File: config.mk
export PLATFORM = sky130hd
export DESIGN_NAME = jtc_chains
export DESIGN_NICKNAME = d
export VERILOG_FILES = /design/src/hw/jtc_chains.v
export VERILOG_INCLUDE_DIRS = /design/src /design/src/hw
export SDC_FILE = /design/constraint.sdc
export NUM_CORES = 1
export LEC_CHECK = 0
export CORE_ASPECT_RATIO = 0.9
export CORE_MARGIN = 3
export CORE_UTILIZATION = 30
export CTS_CLUSTER_SIZE = 25
export DETAILED_ROUTE_END_ITERATION = 8
export DONT_BUFFER_PORTS = 1
export HOLD_SLACK_MARGIN = 0.06
export PLACE_DENSITY_LB_ADDON = 0.1
export SLEW_MARGIN = 30
export SYNTH_ARGS = -nofsm -noshare
export SYNTH_HDL_FRONTEND = slang
export SYNTH_SLANG_ARGS = --single-unit
File: constraint.sdc
create_clock -name mclk_in -period 9.2 [get_ports mclk_in]
set_input_delay 0.92 -clock mclk_in [delete_from_list [all_inputs] [get_ports mclk_in]]
set_output_delay 0.92 -clock mclk_in [all_outputs]
set_load 0.05 [all_outputs]
File: src/hw/jtc_defines.vh
// Purpose: constants for the test access port instruction and data chains
// Assumes: one system clock, the test clock sampled as an ordinary input
// Notes: boundary chain width follows the pad count below
// Contract
// [RULE1] four-bit instruction chain with update holding register
// [RULE2] code 0000 drives pads from preloaded cells
// [RULE3] code 0001 drives core inputs from cells
// [RULE4] boundary chain stays accessible under both tests
// [RULE5] code 0010 samples pads, shifts preload in
// [RULE6] codes 1000/1010/1011 select the debug chains
// [RULE7] code 1110 selects and loads identification chain
// [RULE8] code 1111 gives a one-stage bypass path
// [RULE9] unlisted codes behave exactly like bypass
// [RULE10] identification code after reset or logic-reset
// [RULE11] identification capture bit zero is one
// [RULE12] bypass is one bit, captures zero
// [RULE13] three cells per pad: in, out, enable
// [RULE14] boundary captures all pads in Capture-DR
// [RULE15] boundary shifts out on TDO in Shift-DR
// [RULE16] Update-DR loads boundary holding cells
// [RULE17] reset pin cell observe-only, never driven
// [RULE18] the three debug chains are 35 bits
// [RULE19] abort chain update clears flags or abandons
// [RULE20] access-port chain performs bus access, returns data
// [RULE21] TDO changes only on falling test clock
// [RULE22] reset or TRST forces Test-Logic-Reset
// [RULE23] debug capture returns result plus 3-bit acknowledge
// [RULE24] instruction capture loads pattern ending in 01
`ifndef JTC_DEFINES_VH
`define JTC_DEFINES_VH
`define JTC_IR_W 4
`define JTC_IR_EXTEST 4'h0
`define JTC_IR_INTEST 4'h1
`define JTC_IR_SAMPLE 4'h2
`define JTC_IR_ABORT 4'h8
`define JTC_IR_DP_ACCESS 4'ha
`define JTC_IR_AP_ACCESS 4'hb
`define JTC_IR_IDCODE 4'he
`define JTC_IR_BYPASS 4'hf
`define JTC_IR_CAPTURE 4'h1
`define JTC_DBG_W 35
`define JTC_ID_W 32
// arbitrary identification value, bit 0 set
`define JTC_IDCODE_VAL 32'h0a5a_5001
`define JTC_NPADS 8
`define JTC_BSR_W 24
`define JTC_RSTPAD 0
`define JTC_ACK_OK 3'h2
`define JTC_ACK_WAIT 3'h1
`define JTC_FIFO_W 35
`define JTC_FIFO_D 32
`define JTC_FIFO_AW 5
`define JTC_FIFO_CW 6
`endif

File: src/hw/jtc_chains.v
// Purpose: instruction and data chains behind a test access port
// Assumes: tck, tms, tdi and trst arrive asynchronously and are synchronised
// Notes: debug requests leave through a 32-word fifo to the core side
`include "jtc_defines.vh"

// ==========================================================
// request fifo
module jtc_fifo #(
    parameter W = 35,
    parameter D = 32,
    parameter AW = 5,
    parameter CW = 6
) (
    input wire mclk_in,
    input wire rst_in,
    input wire in_valid_in,
    output wire in_ready_out,
    input wire [W-1:0] in_data_in,
    output wire out_valid_out,
    input wire out_ready_in,
    output wire [W-1:0] out_data_out
);
    reg [W-1:0] mem_q [0:D-1];
    reg [AW-1:0] wr_q;
    reg [AW-1:0] rd_q;
    reg [CW-1:0] cnt_q;
    // count is one bit wider than the pointers so full and empty differ
    wire push = in_valid_in && in_ready_out;
    wire pop = out_valid_out && out_ready_in;
    assign in_ready_out = (cnt_q != D[CW-1:0]);
    assign out_valid_out = (cnt_q != {CW{1'b0}});
    assign out_data_out = mem_q[rd_q];
    always @(posedge mclk_in) begin
        if (push) begin
            mem_q[wr_q] <= in_data_in;
        end
    end
    always @(posedge mclk_in or posedge rst_in) begin
        if (rst_in) begin
            wr_q <= {AW{1'b0}};
            rd_q <= {AW{1'b0}};
            cnt_q <= {CW{1'b0}};
        end else begin
            if (push) begin
                wr_q <= wr_q + 1'b1;
            end
            if (pop) begin
                rd_q <= rd_q + 1'b1;
            end
            if (push && !pop) begin
                cnt_q <= cnt_q + 1'b1;
            end else if (pop && !push) begin
                cnt_q <= cnt_q - 1'b1;
            end
        end
    end
endmodule

// ==========================================================
// top: tap, chains, boundary cells
module jtc_chains (
    input wire mclk_in,
    input wire rst_in,
    input wire tck_in,
    input wire tms_in,
    input wire tdi_in,
    input wire trst_n_in,
    output reg tdo_out,
    output reg tdo_oe_out,
    input wire [`JTC_NPADS-1:0] pad_in_in,
    input wire [`JTC_NPADS-1:0] core_out_in,
    input wire [`JTC_NPADS-1:0] core_oe_in,
    output reg [`JTC_NPADS-1:0] pad_out_out,
    output reg [`JTC_NPADS-1:0] pad_oe_out,
    output reg [`JTC_NPADS-1:0] core_in_out,
    output reg req_valid_out,
    input wire req_ready_in,
    output reg [`JTC_DBG_W-1:0] req_data_out,
    input wire rsp_valid_in,
    input wire [31:0] rsp_data_in,
    input wire [2:0] rsp_ack_in,
    output reg abort_out,
    output reg [3:0] err_clear_out
);
    localparam [15:0] S_TLR = 16'h0001;
    localparam [15:0] S_RTI = 16'h0002;
    localparam [15:0] S_SDR = 16'h0004;
    localparam [15:0] S_CDR = 16'h0008;
    localparam [15:0] S_SHDR = 16'h0010;
    localparam [15:0] S_E1DR = 16'h0020;
    localparam [15:0] S_PDR = 16'h0040;
    localparam [15:0] S_E2DR = 16'h0080;
    localparam [15:0] S_UDR = 16'h0100;
    localparam [15:0] S_SIR = 16'h0200;
    localparam [15:0] S_CIR = 16'h0400;
    localparam [15:0] S_SHIR = 16'h0800;
    localparam [15:0] S_E1IR = 16'h1000;
    localparam [15:0] S_PIR = 16'h2000;
    localparam [15:0] S_E2IR = 16'h4000;
    localparam [15:0] S_UIR = 16'h8000;
    localparam [2:0] SEL_BYP = 3'h0;
    localparam [2:0] SEL_ID = 3'h1;
    localparam [2:0] SEL_BSR = 3'h2;
    localparam [2:0] SEL_ABT = 3'h3;
    localparam [2:0] SEL_DP = 3'h4;
    localparam [2:0] SEL_AP = 3'h5;

    // ======================================================
    // input synchronisers
    reg [1:0] tck_s_q;
    reg [1:0] tms_s_q;
    reg [1:0] tdi_s_q;
    reg [1:0] trst_s_q;
    reg tck_d1_q;
    always @(posedge mclk_in or posedge rst_in) begin
        if (rst_in) begin
            tck_s_q <= 2'h0;
            tms_s_q <= 2'h0;
            tdi_s_q <= 2'h0;
            trst_s_q <= 2'h0;
            tck_d1_q <= 1'b0;
        end else begin
            tck_s_q <= {tck_s_q[0], tck_in};
            tms_s_q <= {tms_s_q[0], tms_in};
            tdi_s_q <= {tdi_s_q[0], tdi_in};
            trst_s_q <= {trst_s_q[0], trst_n_in};
            tck_d1_q <= tck_s_q[1];
        end
    end
    wire rise = tck_s_q[1] && !tck_d1_q;
    wire fall = !tck_s_q[1] && tck_d1_q;
    wire tms = tms_s_q[1];
    wire tdi = tdi_s_q[1];
    wire trst = !trst_s_q[1];

    // ======================================================
    // pad input synchroniser: pads toggle freely against mclk
    reg [`JTC_NPADS-1:0] pad_s1_q;
    reg [`JTC_NPADS-1:0] pad_s2_q;
    always @(posedge mclk_in or posedge rst_in) begin
        if (rst_in) begin
            pad_s1_q <= {`JTC_NPADS{1'b0}};
            pad_s2_q <= {`JTC_NPADS{1'b0}};
        end else begin
            pad_s1_q <= pad_in_in;
            pad_s2_q <= pad_s1_q;
        end
    end

    // ======================================================
    // tap state machine
    reg [15:0] st_q;
    reg [15:0] st_d;
    always @* begin
        st_d = st_q;
        case (st_q)
            S_TLR: st_d = tms ? S_TLR : S_RTI;
            S_RTI: st_d = tms ? S_SDR : S_RTI;
            S_SDR: st_d = tms ? S_SIR : S_CDR;
            S_CDR: st_d = tms ? S_E1DR : S_SHDR;
            S_SHDR: st_d = tms ? S_E1DR : S_SHDR;
            S_E1DR: st_d = tms ? S_UDR : S_PDR;
            S_PDR: st_d = tms ? S_E2DR : S_PDR;
            S_E2DR: st_d = tms ? S_UDR : S_SHDR;
            S_UDR: st_d = tms ? S_SDR : S_RTI;
            S_SIR: st_d = tms ? S_TLR : S_CIR;
            S_CIR: st_d = tms ? S_E1IR : S_SHIR;
            S_SHIR: st_d = tms ? S_E1IR : S_SHIR;
            S_E1IR: st_d = tms ? S_UIR : S_PIR;
            S_PIR: st_d = tms ? S_E2IR : S_PIR;
            S_E2IR: st_d = tms ? S_UIR : S_SHIR;
            S_UIR: st_d = tms ? S_SDR : S_RTI;
            default: st_d = S_TLR;
        endcase
    end

    // ======================================================
    // instruction decode
    reg [`JTC_IR_W-1:0] ir_sh_q;
    reg [`JTC_IR_W-1:0] ir_q;
    reg [2:0] sel;
    always @* begin
        case (ir_q)
            `JTC_IR_EXTEST, `JTC_IR_INTEST,
            `JTC_IR_SAMPLE: sel = SEL_BSR; // [RULE4] [RULE5]
            `JTC_IR_ABORT: sel = SEL_ABT; // [RULE6]
            `JTC_IR_DP_ACCESS: sel = SEL_DP; // [RULE6]
            `JTC_IR_AP_ACCESS: sel = SEL_AP; // [RULE6]
            `JTC_IR_IDCODE: sel = SEL_ID; // [RULE7]
            default: sel = SEL_BYP; // [RULE8] [RULE9]
        endcase
    end

    // ======================================================
    // chains
    reg byp_q;
    reg [`JTC_ID_W-1:0] id_q;
    reg [`JTC_DBG_W-1:0] dbg_q;
    reg [`JTC_BSR_W-1:0] bsr_q;
    reg [`JTC_BSR_W-1:0] bsr_upd_q;
    reg [31:0] rd_data_q;
    reg [2:0] ack_q;
    reg pend_q;
    wire [`JTC_BSR_W-1:0] bsr_cap;
    genvar g;
    generate
        for (g = 0; g < `JTC_NPADS; g = g + 1) begin : cells
            // pad 0 sits next to the port pins; order in, out, enable
            assign bsr_cap[3*g] = pad_s2_q[g]; // [RULE13] [RULE14]
            assign bsr_cap[3*g+1] = pad_out_out[g];
            assign bsr_cap[3*g+2] = pad_oe_out[g];
        end
    endgenerate
    wire ser_out = (sel == SEL_BYP) ? byp_q :
        (sel == SEL_ID) ? id_q[0] :
        (sel == SEL_BSR) ? bsr_q[0] : dbg_q[0];
    wire dr_cap = rise && st_q == S_CDR;
    wire dr_sh = rise && st_q == S_SHDR;
    wire dr_upd = rise && st_q == S_E1DR && tms
        || rise && st_q == S_E2DR && tms;
    // fifo full drops a request: it is then answered with a wait ack
    wire fifo_rdy;
    wire fifo_ok = dr_upd && (sel == SEL_DP || sel == SEL_AP) && fifo_rdy;

    always @(posedge mclk_in or posedge rst_in) begin
        if (rst_in) begin
            st_q <= S_TLR; // [RULE22]
            ir_sh_q <= `JTC_IR_CAPTURE;
            ir_q <= `JTC_IR_IDCODE; // [RULE10]
            byp_q <= 1'b0;
            id_q <= {`JTC_ID_W{1'b0}};
            dbg_q <= {`JTC_DBG_W{1'b0}};
            bsr_q <= {`JTC_BSR_W{1'b0}};
            bsr_upd_q <= {`JTC_BSR_W{1'b0}};
            tdo_out <= 1'b0;
            tdo_oe_out <= 1'b0;
            rd_data_q <= 32'h0;
            ack_q <= `JTC_ACK_OK;
            pend_q <= 1'b0;
            abort_out <= 1'b0;
            err_clear_out <= 4'h0;
        end else if (trst) begin
            // released pin idles on its pull-up while not shifting
            st_q <= S_TLR; // [RULE22]
            ir_q <= `JTC_IR_IDCODE; // [RULE10]
            tdo_oe_out <= 1'b0;
            abort_out <= 1'b0;
            err_clear_out <= 4'h0;
        end else begin
            abort_out <= 1'b0;
            err_clear_out <= 4'h0;
            if (rsp_valid_in) begin
                rd_data_q <= rsp_data_in; // [RULE20]
                ack_q <= rsp_ack_in;
                pend_q <= 1'b0;
            end
            if (rise) begin
                st_q <= st_d;
                if (st_q == S_TLR) begin
                    ir_q <= `JTC_IR_IDCODE; // [RULE10]
                end
                if (st_q == S_CIR) begin
                    ir_sh_q <= `JTC_IR_CAPTURE; // [RULE24]
                end else if (st_q == S_SHIR) begin
                    ir_sh_q <= {tdi, ir_sh_q[`JTC_IR_W-1:1]}; // [RULE1]
                end
                if ((st_q == S_E1IR || st_q == S_E2IR) && tms) begin
                    ir_q <= ir_sh_q; // [RULE1]
                end
            end
            if (dr_cap) begin
                byp_q <= 1'b0; // [RULE12]
                if (sel == SEL_ID) begin
                    id_q <= `JTC_IDCODE_VAL; // [RULE7] [RULE11]
                end
                if (sel == SEL_BSR) begin
                    bsr_q <= bsr_cap; // [RULE14]
                end
                if (sel == SEL_DP || sel == SEL_AP) begin
                    dbg_q <= {rd_data_q, pend_q ? `JTC_ACK_WAIT : ack_q};
                end // [RULE23]
                if (sel == SEL_ABT) begin
                    dbg_q <= {`JTC_DBG_W{1'b0}};
                end
            end else if (dr_sh) begin
                byp_q <= tdi; // [RULE8]
                id_q <= {tdi, id_q[`JTC_ID_W-1:1]};
                bsr_q <= {tdi, bsr_q[`JTC_BSR_W-1:1]}; // [RULE15]
                dbg_q <= {tdi, dbg_q[`JTC_DBG_W-1:1]}; // [RULE18]
            end
            if (dr_upd && sel == SEL_BSR) begin
                bsr_upd_q <= bsr_q; // [RULE16]
            end
            // abort drops only the pending mark; a request already
            // queued toward the core still completes
            if (dr_upd && sel == SEL_ABT) begin
                abort_out <= dbg_q[3]; // [RULE19]
                err_clear_out <= dbg_q[7:4];
                pend_q <= 1'b0;
            end
            if (fifo_ok && !pend_q) begin
                pend_q <= 1'b1; // [RULE20]
            end else if (dr_upd && (sel == SEL_DP || sel == SEL_AP)) begin
                ack_q <= `JTC_ACK_WAIT;
            end
            if (fall) begin
                // only move on the falling edge for the next device
                tdo_oe_out <= (st_q == S_SHDR) || (st_q == S_SHIR);
                tdo_out <= (st_q == S_SHIR) ? ir_sh_q[0] : ser_out; // [RULE21]
            end
        end
    end

    // ======================================================
    // boundary cell multiplexers
    integer i;
    always @(posedge mclk_in or posedge rst_in) begin
        if (rst_in) begin
            pad_out_out <= {`JTC_NPADS{1'b0}};
            pad_oe_out <= {`JTC_NPADS{1'b0}};
            core_in_out <= {`JTC_NPADS{1'b0}};
        end else begin
            for (i = 0; i < `JTC_NPADS; i = i + 1) begin
                if (ir_q == `JTC_IR_EXTEST) begin
                    pad_out_out[i] <= bsr_upd_q[3*i+1]; // [RULE2]
                    pad_oe_out[i] <= bsr_upd_q[3*i+2];
                end else begin
                    pad_out_out[i] <= core_out_in[i];
                    pad_oe_out[i] <= core_oe_in[i];
                end
                if (ir_q == `JTC_IR_INTEST && i != `JTC_RSTPAD) begin
                    core_in_out[i] <= bsr_upd_q[3*i]; // [RULE3] [RULE17]
                end else begin
                    core_in_out[i] <= pad_s2_q[i];
                end
            end
        end
    end

    // ======================================================
    // debug request path
    wire fv;
    wire [`JTC_DBG_W-1:0] fd;
    jtc_fifo #(
        .W(`JTC_FIFO_W),
        .D(`JTC_FIFO_D),
        .AW(`JTC_FIFO_AW),
        .CW(`JTC_FIFO_CW)
    ) u_fifo (
        .mclk_in(mclk_in),
        .rst_in(rst_in),
        .in_valid_in(fifo_ok && !pend_q),
        .in_ready_out(fifo_rdy),
        .in_data_in(sel == SEL_AP ? {dbg_q[34:3], 1'b1, dbg_q[1:0]}
            : {dbg_q[34:3], 1'b0, dbg_q[1:0]}),
        .out_valid_out(fv),
        .out_ready_in(!req_valid_out || req_ready_in),
        .out_data_out(fd)
    );
    always @(posedge mclk_in or posedge rst_in) begin
        if (rst_in) begin
            req_valid_out <= 1'b0;
            req_data_out <= {`JTC_DBG_W{1'b0}};
        end else if (!req_valid_out || req_ready_in) begin
            req_valid_out <= fv;
            req_data_out <= fd;
        end
    end
endmodule

==> flow_summary.yaml, run 1 <==
run_status:
  outcome: "finished clean"
power:
  vdd_ir_drop_max_uv: 230.5
  power_leakage_nw: 23.77
  pwr_density_cell_mw_per_mm2: 250.8
route:
  routedWlPerCell_um: 28.34
  vias_per_cell: 5.059
  ant_nets: 0
  drc: 0
  drt_iter0_markers: 2627
  vias: 27721
  drt-total-wl_um: 155300
  firstDrtPassIters: 5
worst_hold_path:
  min-delay-start: "trst_n_in"
  min-delay-path-class: "input port to register"
clock_network:
  clk_latency_ns: 0.79
  clkSlewWorstSetupHoldPaths_ns: 0.06
  postCtsResizedCells: 0
  cts_htree_levels: 4
  clk_path_buf_depth: 3
  cts_sinks: 1403
  cts_buffers: 157
  cts-root-buf: "clkbuf_16"
  cts_tree: "done"
synthesis:
  synthArstFlopShare_pct: 20.17
  synth_compound_area_share_pct: 4.519
  syn_area_per_cell_um2: 19.00
  synth-edff-count: 1120
  synth_cell_types: 67
  ys_seq_elements: 1403
  synth_top_family_by_area: "multiplexers"
  synth_cells: 2861
  syn_area_mm2: 0.05435
  seq_area_frac_synth_pct: 74.93
  synth-adder-area-share_pct: 0.2671
  synthMuxAreaShare_pct: 15.34
  synth-simple-area-share_pct: 2.903
  ys_warn_count: 0
  synth_xor_area_share_pct: 0.3545
  syn_nets: 2939
  synth_ff_type: "edfxtp_1"
layout:
  final_nets: 3027
  drive_gt1_share_pct: 25.10
  utilization_pct: 35.14
  mostFrequentLayoutCell: "edfxtp_1"
  final_cell_mix: "1120 x edfxtp_1, 266 x dfrtp_1, 211 x mux4_2"
  fin_area_mm2: 0.06296
  syn_to_final_growth_pct: 15.85
  fillers: 16737
sta:
  slew_headroom_pct: 28.95
  grt_setup_unrepaired: "no"
  clock.fmax_ghz: 0.2267
  tns_ns: 0
  setup_viol: 0
  hold_viol_final: 0
  timing.final.crit_share_pct: 47.94
  finClkSkew_ns: 0.03248
  drv_slew: 0
  worst_pin_slew_ns: 1.063
  min_period_ns: 4.411
worst_setup_path:
  crit-reg2reg-launch: "u_fifo.rd_q[1]"
  path_cells: "buf_4 -> buf_12 -> mux4_2 -> mux2i_1 -> nor2_1 -> a2111oi_0 -> a211oi_1"
  cp_max_fo: 107
  worstSetupStartpointType: "register"
  worstSetupEndpointType: "register"
  worst_ep_required_time_ns: 9.81
  critPathMaxStageDelay_ns: 0.94
  critPathKind: "register to register"
  slowest_stage: "dfrtp_4"
  crit_start: "u_fifo.rd_q[1]"
  arrival_ns: 5.02
global_route:
  grt_pass1_wl_um: 221600
  grt_pass1_vias: 29136
  grt_max_degree: 118
  grt_usage_pct: 16.66
  antenna_found_initial: 24
  grt_overflow: 0
floorplan:
  die-area_mm2: 0.1863
  io_pins: 134
  die_height_um: 409.8
  initial_core_util_pct: 30.34
  die_x_um: 454.7
  rows: 147
  core_mm2: 0.1791
placement:
  place_area_mm2: 0.05778
  io_buffers: 0
  dp_hpwl_um: 88640
  place_congestion: 0.7686
run:
  max-cap-violations: 0
==> critical path, delay by kind of cell (launching register included) <==
family | cells | cell delay [ns]
AOI/OAI and AO/OA | 2 | 0.85
buffers and inverters | 2 | 1.40
DFF | 1 | 0.94
and+or+nand+nor | 1 | 0.07
muxes | 2 | 0.59
==> through the flow <==
step	hold WS (ns)	setup slack (ns)	total power [mW]	cells
2_1_floorplan	0.3312	0.4827	8.914	2861
6_report	0.1719	4.789	15.79	5479
4_1_cts	0.08805	4.640	16.07	5466
3_5_place_dp	0.3372	4.626	9.832	5172
3_3_place_gp	0.3330	4.404	9.810	5166
5_1_grt	0.1016	4.513	16.42	5469
==> cell type report <==
| type | count | area (um^2) | share of cell area (%) |
|---|---|---|---|
| Sequential cell | 1403 | 40740 | 64.71 |
| Multi-Input combinational cell | 1241 | 13060 | 20.74 |
| Clock buffer | 217 | 4349 | 6.908 |
| Tap cell | 2384 | 2983 | 4.738 |
| Timing Repair Buffer | 98 | 877.1 | 1.393 |
| Clock inverter | 77 | 735.7 | 1.169 |
| Inverter | 48 | 187.7 | 0.2981 |
| Antenna cell | 11 | 27.53 | 0.04372 |
==> routing by layer <==
layer	wire length, um	GRT usage (%)	vias up
li1	-	-	11767
met1	71480	23.81	14968
met2	71830	25.94	757
met3	9108	3.715	211
met4	2730	3.668	18
met5	130	0	-
==> report_power, final <==
part	switching (mW)	total (mW)	internal [mW]
logic	1.37	2.13	0.756
registers	0.584	7.49	6.90
clock network	2.55	6.17	3.63
total	4.50	15.8	11.3
==> registers in the layout (all words and copies together), names as in the netlist, 5 cells and up <==
| name | flops |
|---|---|
| bsr_q | 24 |
| bsr_upd_q | 23 |
| core_in_out | 8 |
| dbg_q | 35 |
| id_q | 32 |
| pad_oe_out | 8 |
| pad_out_out | 8 |
| pad_s1_q | 8 |
| pad_s2_q | 8 |
| rd_data_q | 32 |
| req_data_out | 35 |
| st_q | 16 |
| u_fifo.cnt_q | 6 |
| u_fifo.mem_q | 1120 |
| u_fifo.rd_q | 5 |
| u_fifo.wr_q | 5 |
==> repair_timing <==
action                    CTS  global route
setup buffers               0             0
hold buffers                0             1
hold endpoints to repair    0            63
==> worst paths after layout <==
check,to,depth (start not counted),slack (ns)
setup / recovery,req_data_out[14],7,4.79
hold / removal,trst_s_q[0],0,0.17
setup reg to reg,req_data_out[14],7,4.79
hold reg to reg,pad_s2_q[4],0,0.35
max in group asynchronous,u_fifo.rd_q[1],4,6.96
min in group asynchronous,core_in_out[7],2,0.69
==> cell usage after synthesis, drive strengths merged (13+ instances only) <==
| library cell | n | area [um^2] |
|---|---|---|
| mux2i | 177 | 1772 |
| xnor2 | 15 | 131.4 |
| nand3 | 13 | 75.07 |
| inv | 48 | 180.2 |
| a2111oi | 34 | 297.8 |
| nand2 | 58 | 220.2 |
| nor2 | 128 | 480.5 |
| nor3 | 13 | 65.06 |
| edfxtp | 1120 | 33630 |
| dfrtp | 277 | 6932 |
| buf | 77 | 391.6 |
| mux2 | 161 | 1813 |
| o21ai | 55 | 275.3 |
| nand4 | 40 | 250.2 |
| a22o | 24 | 210.2 |
| a211oi | 69 | 518.0 |
| mux4 | 211 | 4752 |
| o22ai | 71 | 444.2 |
| a22oi | 37 | 277.8 |
| clkbuf | 92 | 345.3 |
==> logic make-up (layout without fill, tap and decap cells) <==
logic type / Yosys count / in the layout
AND/OR/NAND/NOR: 315 / 315
multiplexers: 549 / 549
AO/OA/AOI/OAI: 344 / 344
XOR/XNOR: 22 / 22
flip-flops: 1403 / 1403
other: 0 / 11
buffers and inverters: 217 / 440
adder cells (fa/ha/maj): 11 / 11
Note: power is estimated with default switching activity, not from simulation.
==> run 2, diff against run 1 <==
--- a/config.mk
+++ b/config.mk
@@ -6,6 +6,7 @@
 export SDC_FILE = /design/constraint.sdc
 export NUM_CORES = 1
 export LEC_CHECK = 0
+export ABC_AREA = 1
 export CORE_ASPECT_RATIO = 0.9
 export CORE_MARGIN = 3
 export CORE_UTILIZATION = 30
==> constraint.sdc (replaced) <==
create_clock -name mclk_in -period 4.4 [get_ports mclk_in]
set_input_delay 0.44 -clock mclk_in [delete_from_list [all_inputs] [get_ports mclk_in]]
set_output_delay 0.44 -clock mclk_in [all_outputs]
set_load 0.05 [all_outputs]
==> run 2 against run 1 <==
  * Count of clock-buffer cells in the layout rose by 8
  * Routed wire length rose by 13%
  * Final cell count rose by 34%
  * Sequential power rose by 110%
  * Fmax rose by 25%
  * Largest cell class unchanged
  * Flip-flop and latch count did not move
  * Non-clock buffer count rose by 95
  * Global-route usage rose by 1.3 points
  * Clock skew fell by 0.0086 ns
  * Final area rose by 3.5%
  * Via count rose by 30%
  * Area after synthesis rose by 3.3%
==> flow_summary.yaml, run 2 <==
clock_network:
  ctsHoldBuffers: 66
  clkSlewWorstSetupHoldPaths_ns: 0.06
  clk_latency_ns: 0.78
  cts_htree_levels: 4
  post-cts-setup-buffer-count: 0
  cts_tree: "done"
  postCtsResizedCells: 0
  cts_sinks: 1403
  clk_path_buf_depth: 3
  cts_buffers: 153
  cts-root-buf: "clkbuf_16"
synthesis:
  syn_nets: 4782
  syn_area_mm2: 0.05616
  synth_top_area_cell: "edfxtp_1"
  seq_area_frac_synth_pct: 72.51
  synthArstFlopShare_pct: 20.17
  ys_warn_count: 0
  synth_ff_type: "edfxtp_1"
  synth.area.top_cells: "edfxtp_1 60%, dfrtp_1 12%, o21ai_0 5.8%"
  synth_cells: 4704
  synth_most_common_cell: "edfxtp_1"
  synth_cell_types: 41
  synth-edff-count: 1120
  ys_seq_elements: 1403
  yosys-top-cells-count: "1120 x edfxtp_1, 713 x nor2_1, 654 x o21ai_0"
  synth_top_area_share_pct: 59.89
  syn_area_per_cell_um2: 11.94
layout:
  utilization_pct: 35.07
  reg_top3: "u_fifo.mem_q (1120), dbg_q (35), req_data_out (35)"
  registers.top_by_ff_count: "u_fifo.mem_q"
  drive_gt1_share_pct: 10.44
  syn_to_final_growth_pct: 16.03
  fillers: 18309
  final_nets: 4849
  final_cell_mix: "1120 x edfxtp_1, 680 x nor2_1, 654 x o21ai_0"
  mostFrequentLayoutCell: "edfxtp_1"
  fin_area_mm2: 0.06516
  largest_reg_flops: 1120
floorplan:
  rows: 150
  io_pins: 134
  core_mm2: 0.1858
  die_x_um: 462.1
  die-area_mm2: 0.1924
  initial_core_util_pct: 30.22
  die_height_um: 416.5
global_route:
  grt_overflow: 0
  grt_pass1_vias: 35554
  grt_pass1_wl_um: 254100
  antenna_found_initial: 15
  grt_usage_pct: 18.00
  grt_max_degree: 165
sta:
  min_period_ns: 3.526
  hold_viol_final: 0
  worst_pin_slew_ns: 0.9535
  slew_headroom_pct: 36.43
  finClkSkew_ns: 0.02391
  drv_slew: 0
  tns_ns: 0
  clock.fmax_ghz: 0.2836
  setup_viol: 0
  timing.final.crit_share_pct: 80.14
  grt_setup_unrepaired: "no"
placement:
  place_area_mm2: 0.05964
  place_congestion: 0.7533
  io_buffers: 0
  dp_hpwl_um: 98780
route:
  drt-total-wl_um: 175700
  firstDrtPassIters: 5
  vias: 36171
  ant_nets: 0
  drt_iter0_markers: 3111
  vias_per_cell: 4.933
  drc: 0
  routedWlPerCell_um: 23.97
worst_hold_path:
  whs_path_depth: 1
  min-delay-start: "pad_in_in[1]"
  worstHoldEndpoint: "pad_s1_q[1]"
  min-delay-path-class: "input port to register"
worst_setup_path:
  critPathMaxStageDelay_ns: 0.64
  r2r_end: "u_fifo.mem_q[26][11]"
  reg2reg_slack_ns: 0.87
  worst_ep_required_time_ns: 4.86
  arrival_ns: 3.98
  path_cells: "nor2_2 -> nand2_2 -> nor2_8 -> nand2_1 -> nand2_1 -> buf_4 -> nand3_1 -> inv_1 -> nand2_1 -> nor2_4 -> buf_4"
  cp_common_cell: "nand2_1"
  slowest_stage: "nor2_4"
  critPathKind: "register to register"
  crit-reg2reg-launch: "st_q[12]"
  worstSetupStartpointType: "register"
  cp_max_fo: 10
  worstSetupEndpointType: "register"
  rr_worst_depth: 11
power:
  power_frac_seq_pct: 41.4
  power_leakage_nw: 20.78
  switchingPower_mw: 13.39
  vdd_ir_drop_max_uv: 504.3
  comb_power_share_pct: 25.0
  pwr_density_cell_mw_per_mm2: 575.2
  switching_share_pct: 35.72
  power.share.clock_pct: 33.6
  p_int_mw: 24.10
run_status:
  outcome: "finished clean"
run:
  max-cap-violations: 0
==> run 2: worst max-delay path by stage <==
stage | depth (start not counted) | endpoint | start
finish | 11 | u_fifo.mem_q[26][11] | st_q[12]
global route | 7 | u_fifo.mem_q[20][18] | ir_q[3]
CTS | 7 | u_fifo.mem_q[26][11] | ir_q[3]
detailed placement | 7 | u_fifo.mem_q[26][17] | ir_q[1]
global placement | 7 | u_fifo.mem_q[26][17] | ir_q[1]
floorplan | 7 | u_fifo.mem_q[31][0] | st_q[12]
==> run 2: power groups by stage <==
stage / clock (mW) / combinational (mW) / sequential [mW]
6_report: 12.6 / 9.37 / 15.5
5_1_grt: 13.4 / 10.4 / 15.6
4_1_cts: 13.0 / 9.52 / 15.6
3_5_place_dp: 0 / 9.43 / 15.8
3_3_place_gp: 0 / 9.48 / 15.8
2_1_floorplan: 0 / 5.80 / 15.5
==> run 2: cell type report <==
type / count / area (um^2) / area share [%]
flip-flops and latches: 1403 / 40750 / 62.54
multi-input cells: 2805 / 13760 / 21.11
clock buffers: 225 / 4409 / 6.767
well taps: 2432 / 3043 / 4.670
repair buffers: 193 / 1943 / 2.982
inverters: 215 / 828.3 / 1.271
clock inverters: 55 / 416.7 / 0.6394
diodes: 5 / 12.51 / 0.01920
==> run 2: metrics by stage <==
stage / total power, mW / worst slack, ns / std cells / hold WS (ns)
floorplan: 21.30 / 0.08526 / 4704 / 0.3312
global placement: 25.31 / 0.9692 / 6981 / 0.2927
detailed placement: 25.27 / 0.9101 / 6981 / 0.2920
CTS: 38.03 / 0.8872 / 7327 / 0.1475
global route: 39.39 / 0.5959 / 7331 / 0.1676
finish: 37.48 / 0.8737 / 7333 / 0.2157
==> run 2: routing by layer <==
| metal | track usage (%) | part of all wire [%] | up-vias |
|---|---|---|---|
| li1 | - | - | 16786 |
| met1 | 27.46 | 49 | 18263 |
| met2 | 26.63 | 43 | 942 |
| met3 | 3.227 | 5.6 | 180 |
| met4 | 3.641 | 1.5 | 0 |
| met5 | 0 | 0 | - |
==> run 2: logic make-up (layout without fill, tap and decap cells) <==
family	after synthesis	after routing	synth area share (%)
simple gates	1692	1692	12.34
flops	1403	1403	72.51
compound gates	1045	1045	10.31
buf+inv	496	688	3.478
mux	48	48	0.9625
fa+ha+maj	11	11	0.2584
xor+xnor	9	9	0.1404
other cells	0	5	0
==> run 2: worst max-delay path, delay by kind of cell (launching register included) <==
kind | cells | cell delay (ns)
DFF | 1 | 0.39
buffers and inverters | 3 | 0.77
and+or+nand+nor | 8 | 2.03
==> run 3, diff against run 2 <==
==> constraint.sdc (replaced) <==
create_clock -name mclk_in -period 3.5 [get_ports mclk_in]
set_input_delay 0.35 -clock mclk_in [delete_from_list [all_inputs] [get_ports mclk_in]]
set_output_delay 0.35 -clock mclk_in [all_outputs]
set_load 0.05 [all_outputs]
==> run 3 against run 2 <==
  * Non-clock buffer count increased by 61
  * Final area increased by 1.6%
  * Worst hold slack got worse by 0.082 ns
  * First-iteration DRC count increased by 4.5%
  * Critical path type unchanged
  * Core utilization increased by 0.55 points
  * Via count increased by 0.68%
  * Sequential share of layout area decreased by 0.97 points
  * Setup slack got worse by 0.38 ns
==> flow_summary.yaml, run 3 (same netlist as run 2, synthesis figures left out) <==
worst_setup_path:
  arrival_ns: 3.46
  worstSetupStartpointType: "register"
  critPathKind: "register to register"
  worst_ep_required_time_ns: 3.95
  rr_worst_depth: 11
  worstSetupEndpointType: "register"
  r2r_end: "u_fifo.mem_q[8][21]"
  cp_max_fo: 24
  crit-reg2reg-launch: "st_q[12]"
  reg2reg_slack_ns: 0.49
layout:
  multiInputGateArea_mm2: 0.01377
  syn_to_final_growth_pct: 17.84
  final_nets: 4917
  mostFrequentLayoutCell: "edfxtp_1"
  final_cell_mix: "1120 x edfxtp_1, 680 x nor2_1, 654 x o21ai_0"
  regArea_mm2: 0.04074
  reg_top3: "u_fifo.mem_q (1120), dbg_q (35), req_data_out (35)"
  registers.top_by_ff_count: "u_fifo.mem_q"
  drive_gt1_share_pct: 11.47
  fillers: 18273
  largest_reg_flops: 1120
clock_network:
  clk_path_buf_depth: 3
  clkSlewWorstSetupHoldPaths_ns: 0.06
  clk_latency_ns: 0.80
  cts_tree: "done"
  post-cts-setup-buffer-count: 0
  cts_htree_levels: 4
  cts_buffers: 160
  cts_sinks: 1403
  ctsHoldBuffers: 75
  postCtsResizedCells: 0
  cts-root-buf: "clkbuf_16"
global_route:
  grt_pass1_vias: 35922
  antenna_found_initial: 9
  grt_pass1_wl_um: 256200
  grt_max_degree: 121
  grt_usage_pct: 18.19
  grt_overflow: 0
run_status:
  outcome: "finished clean"
floorplan:
  io_pins: 134
  die-area_mm2: 0.1924
  die_x_um: 462.1
  initial_core_util_pct: 30.22
  core_mm2: 0.1858
  rows: 150
  die_height_um: 416.5
placement:
  dp_slack_ns: 0.5007
  dp_hpwl_um: 97790
  place_congestion: 0.7622
  io_buffers: 0
power:
  vdd_ir_drop_max_uv: 582.7
  pwr_density_cell_mw_per_mm2: 722.0
  total_power_mw: 47.78
  power_leakage_nw: 21.30
sta:
  finalWorstSetupSlack_ns: 0.4897
  timing.final.crit_share_pct: 86.01
  grt_setup_unrepaired: "no"
  setup_viol: 0
  whs_ns: 0.1340
  worst_pin_slew_ns: 0.9234
  clock.fmax_ghz: 0.3322
  slew_headroom_pct: 38.24
  hold_viol_final: 0
  drv_slew: 0
  finClkSkew_ns: 0.03624
  min_period_ns: 3.010
run:
  max-cap-violations: 0
worst_hold_path:
  min-delay-start: "pad_in_in[5]"
  min-delay-path-class: "input port to register"
  whs_path_depth: 1
  worstHoldEndpoint: "pad_s1_q[5]"
route:
  drt-total-wl_um: 176600
  drc: 0
  routedWlPerCell_um: 23.85
  vias_per_cell: 4.918
  vias: 36418
  ant_nets: 0
  drt_iter0_markers: 3250
  firstDrtPassIters: 5
==> run 3: changes by cell type in the layout (fill, tap and decap cells not counted), sizes merged <==
cell	change
buf	+52
clkinv	+12
clkinvlp	+3
diode	-2
dlygate4sd3	+9
inv	-2
==> run 3: where the power goes <==
group          leakage (nW)  switching [mW]  internal (mW)
logic                  7.48            8.66           3.39
registers              11.4            1.27           18.2
clock network          2.46            6.89           9.39
==> run 3: critical path: stages, from the launching register on <==
cell and delay, ns:
dfrtp_1 0.40, nor2_2 0.17, nand2_2 0.14, nor2_8 0.21
nand2_1 0.11, nand2_1 0.09, nand3_1 0.09, inv_1 0.19
nand2_1 0.48, buf_4 0.33, nor2_4 0.11, buf_12 0.29
==> run 3: cell type report <==
cell class | instances | share of cell area [%]
Clock buffer | 225 | 6.838
Antenna cell | 3 | 0.01134
Timing Repair Buffer | 254 | 4.110
Inverter | 215 | 1.252
Sequential cell | 1403 | 61.57
Multi-Input combinational cell | 2805 | 20.81
Tap cell | 2432 | 4.598
Clock inverter | 68 | 0.8186
==> run 3: how the worst max path moves through the flow <==
stage | startpoint | endpoint | slack [ns] | cells past startpoint
floorplan | rst_in | abort_out | -0.59 | 1
global placement | st_q[12] | u_fifo.cnt_q[5] | 0.47 | 18
detailed placement | st_q[12] | u_fifo.mem_q[8][30] | 0.50 | 11
CTS | st_q[12] | u_fifo.mem_q[8][5] | 0.45 | 11
global route | st_q[12] | u_fifo.cnt_q[5] | 0.17 | 18
finish | st_q[12] | u_fifo.mem_q[8][21] | 0.49 | 11
==> run 3: metrics by stage <==
| step | std cells | cell area (um^2) | utilization [%] | TNS (ns) |
|---|---|---|---|---|
| floorplan | 4704 | 56170 | - | -164.64 |
| global placement | 7034 | 60350 | 32.48 | 0 |
| detailed placement | 7034 | 60350 | 32.48 | 0 |
| CTS | 7402 | 66170 | 35.61 | 0 |
| global route | 7403 | 66170 | 35.61 | 0 |
| finish | 7405 | 66180 | 35.62 | 0 |
==> run 3: per-layer routing <==
metal,share of wire (%),vias to the layer above,GRT usage [%]
met5,0,-,0
met4,1.7,0,3.958
met3,5.6,192,3.517
met2,43,884,26.76
met1,49,18414,27.60
li1,-,16928,-
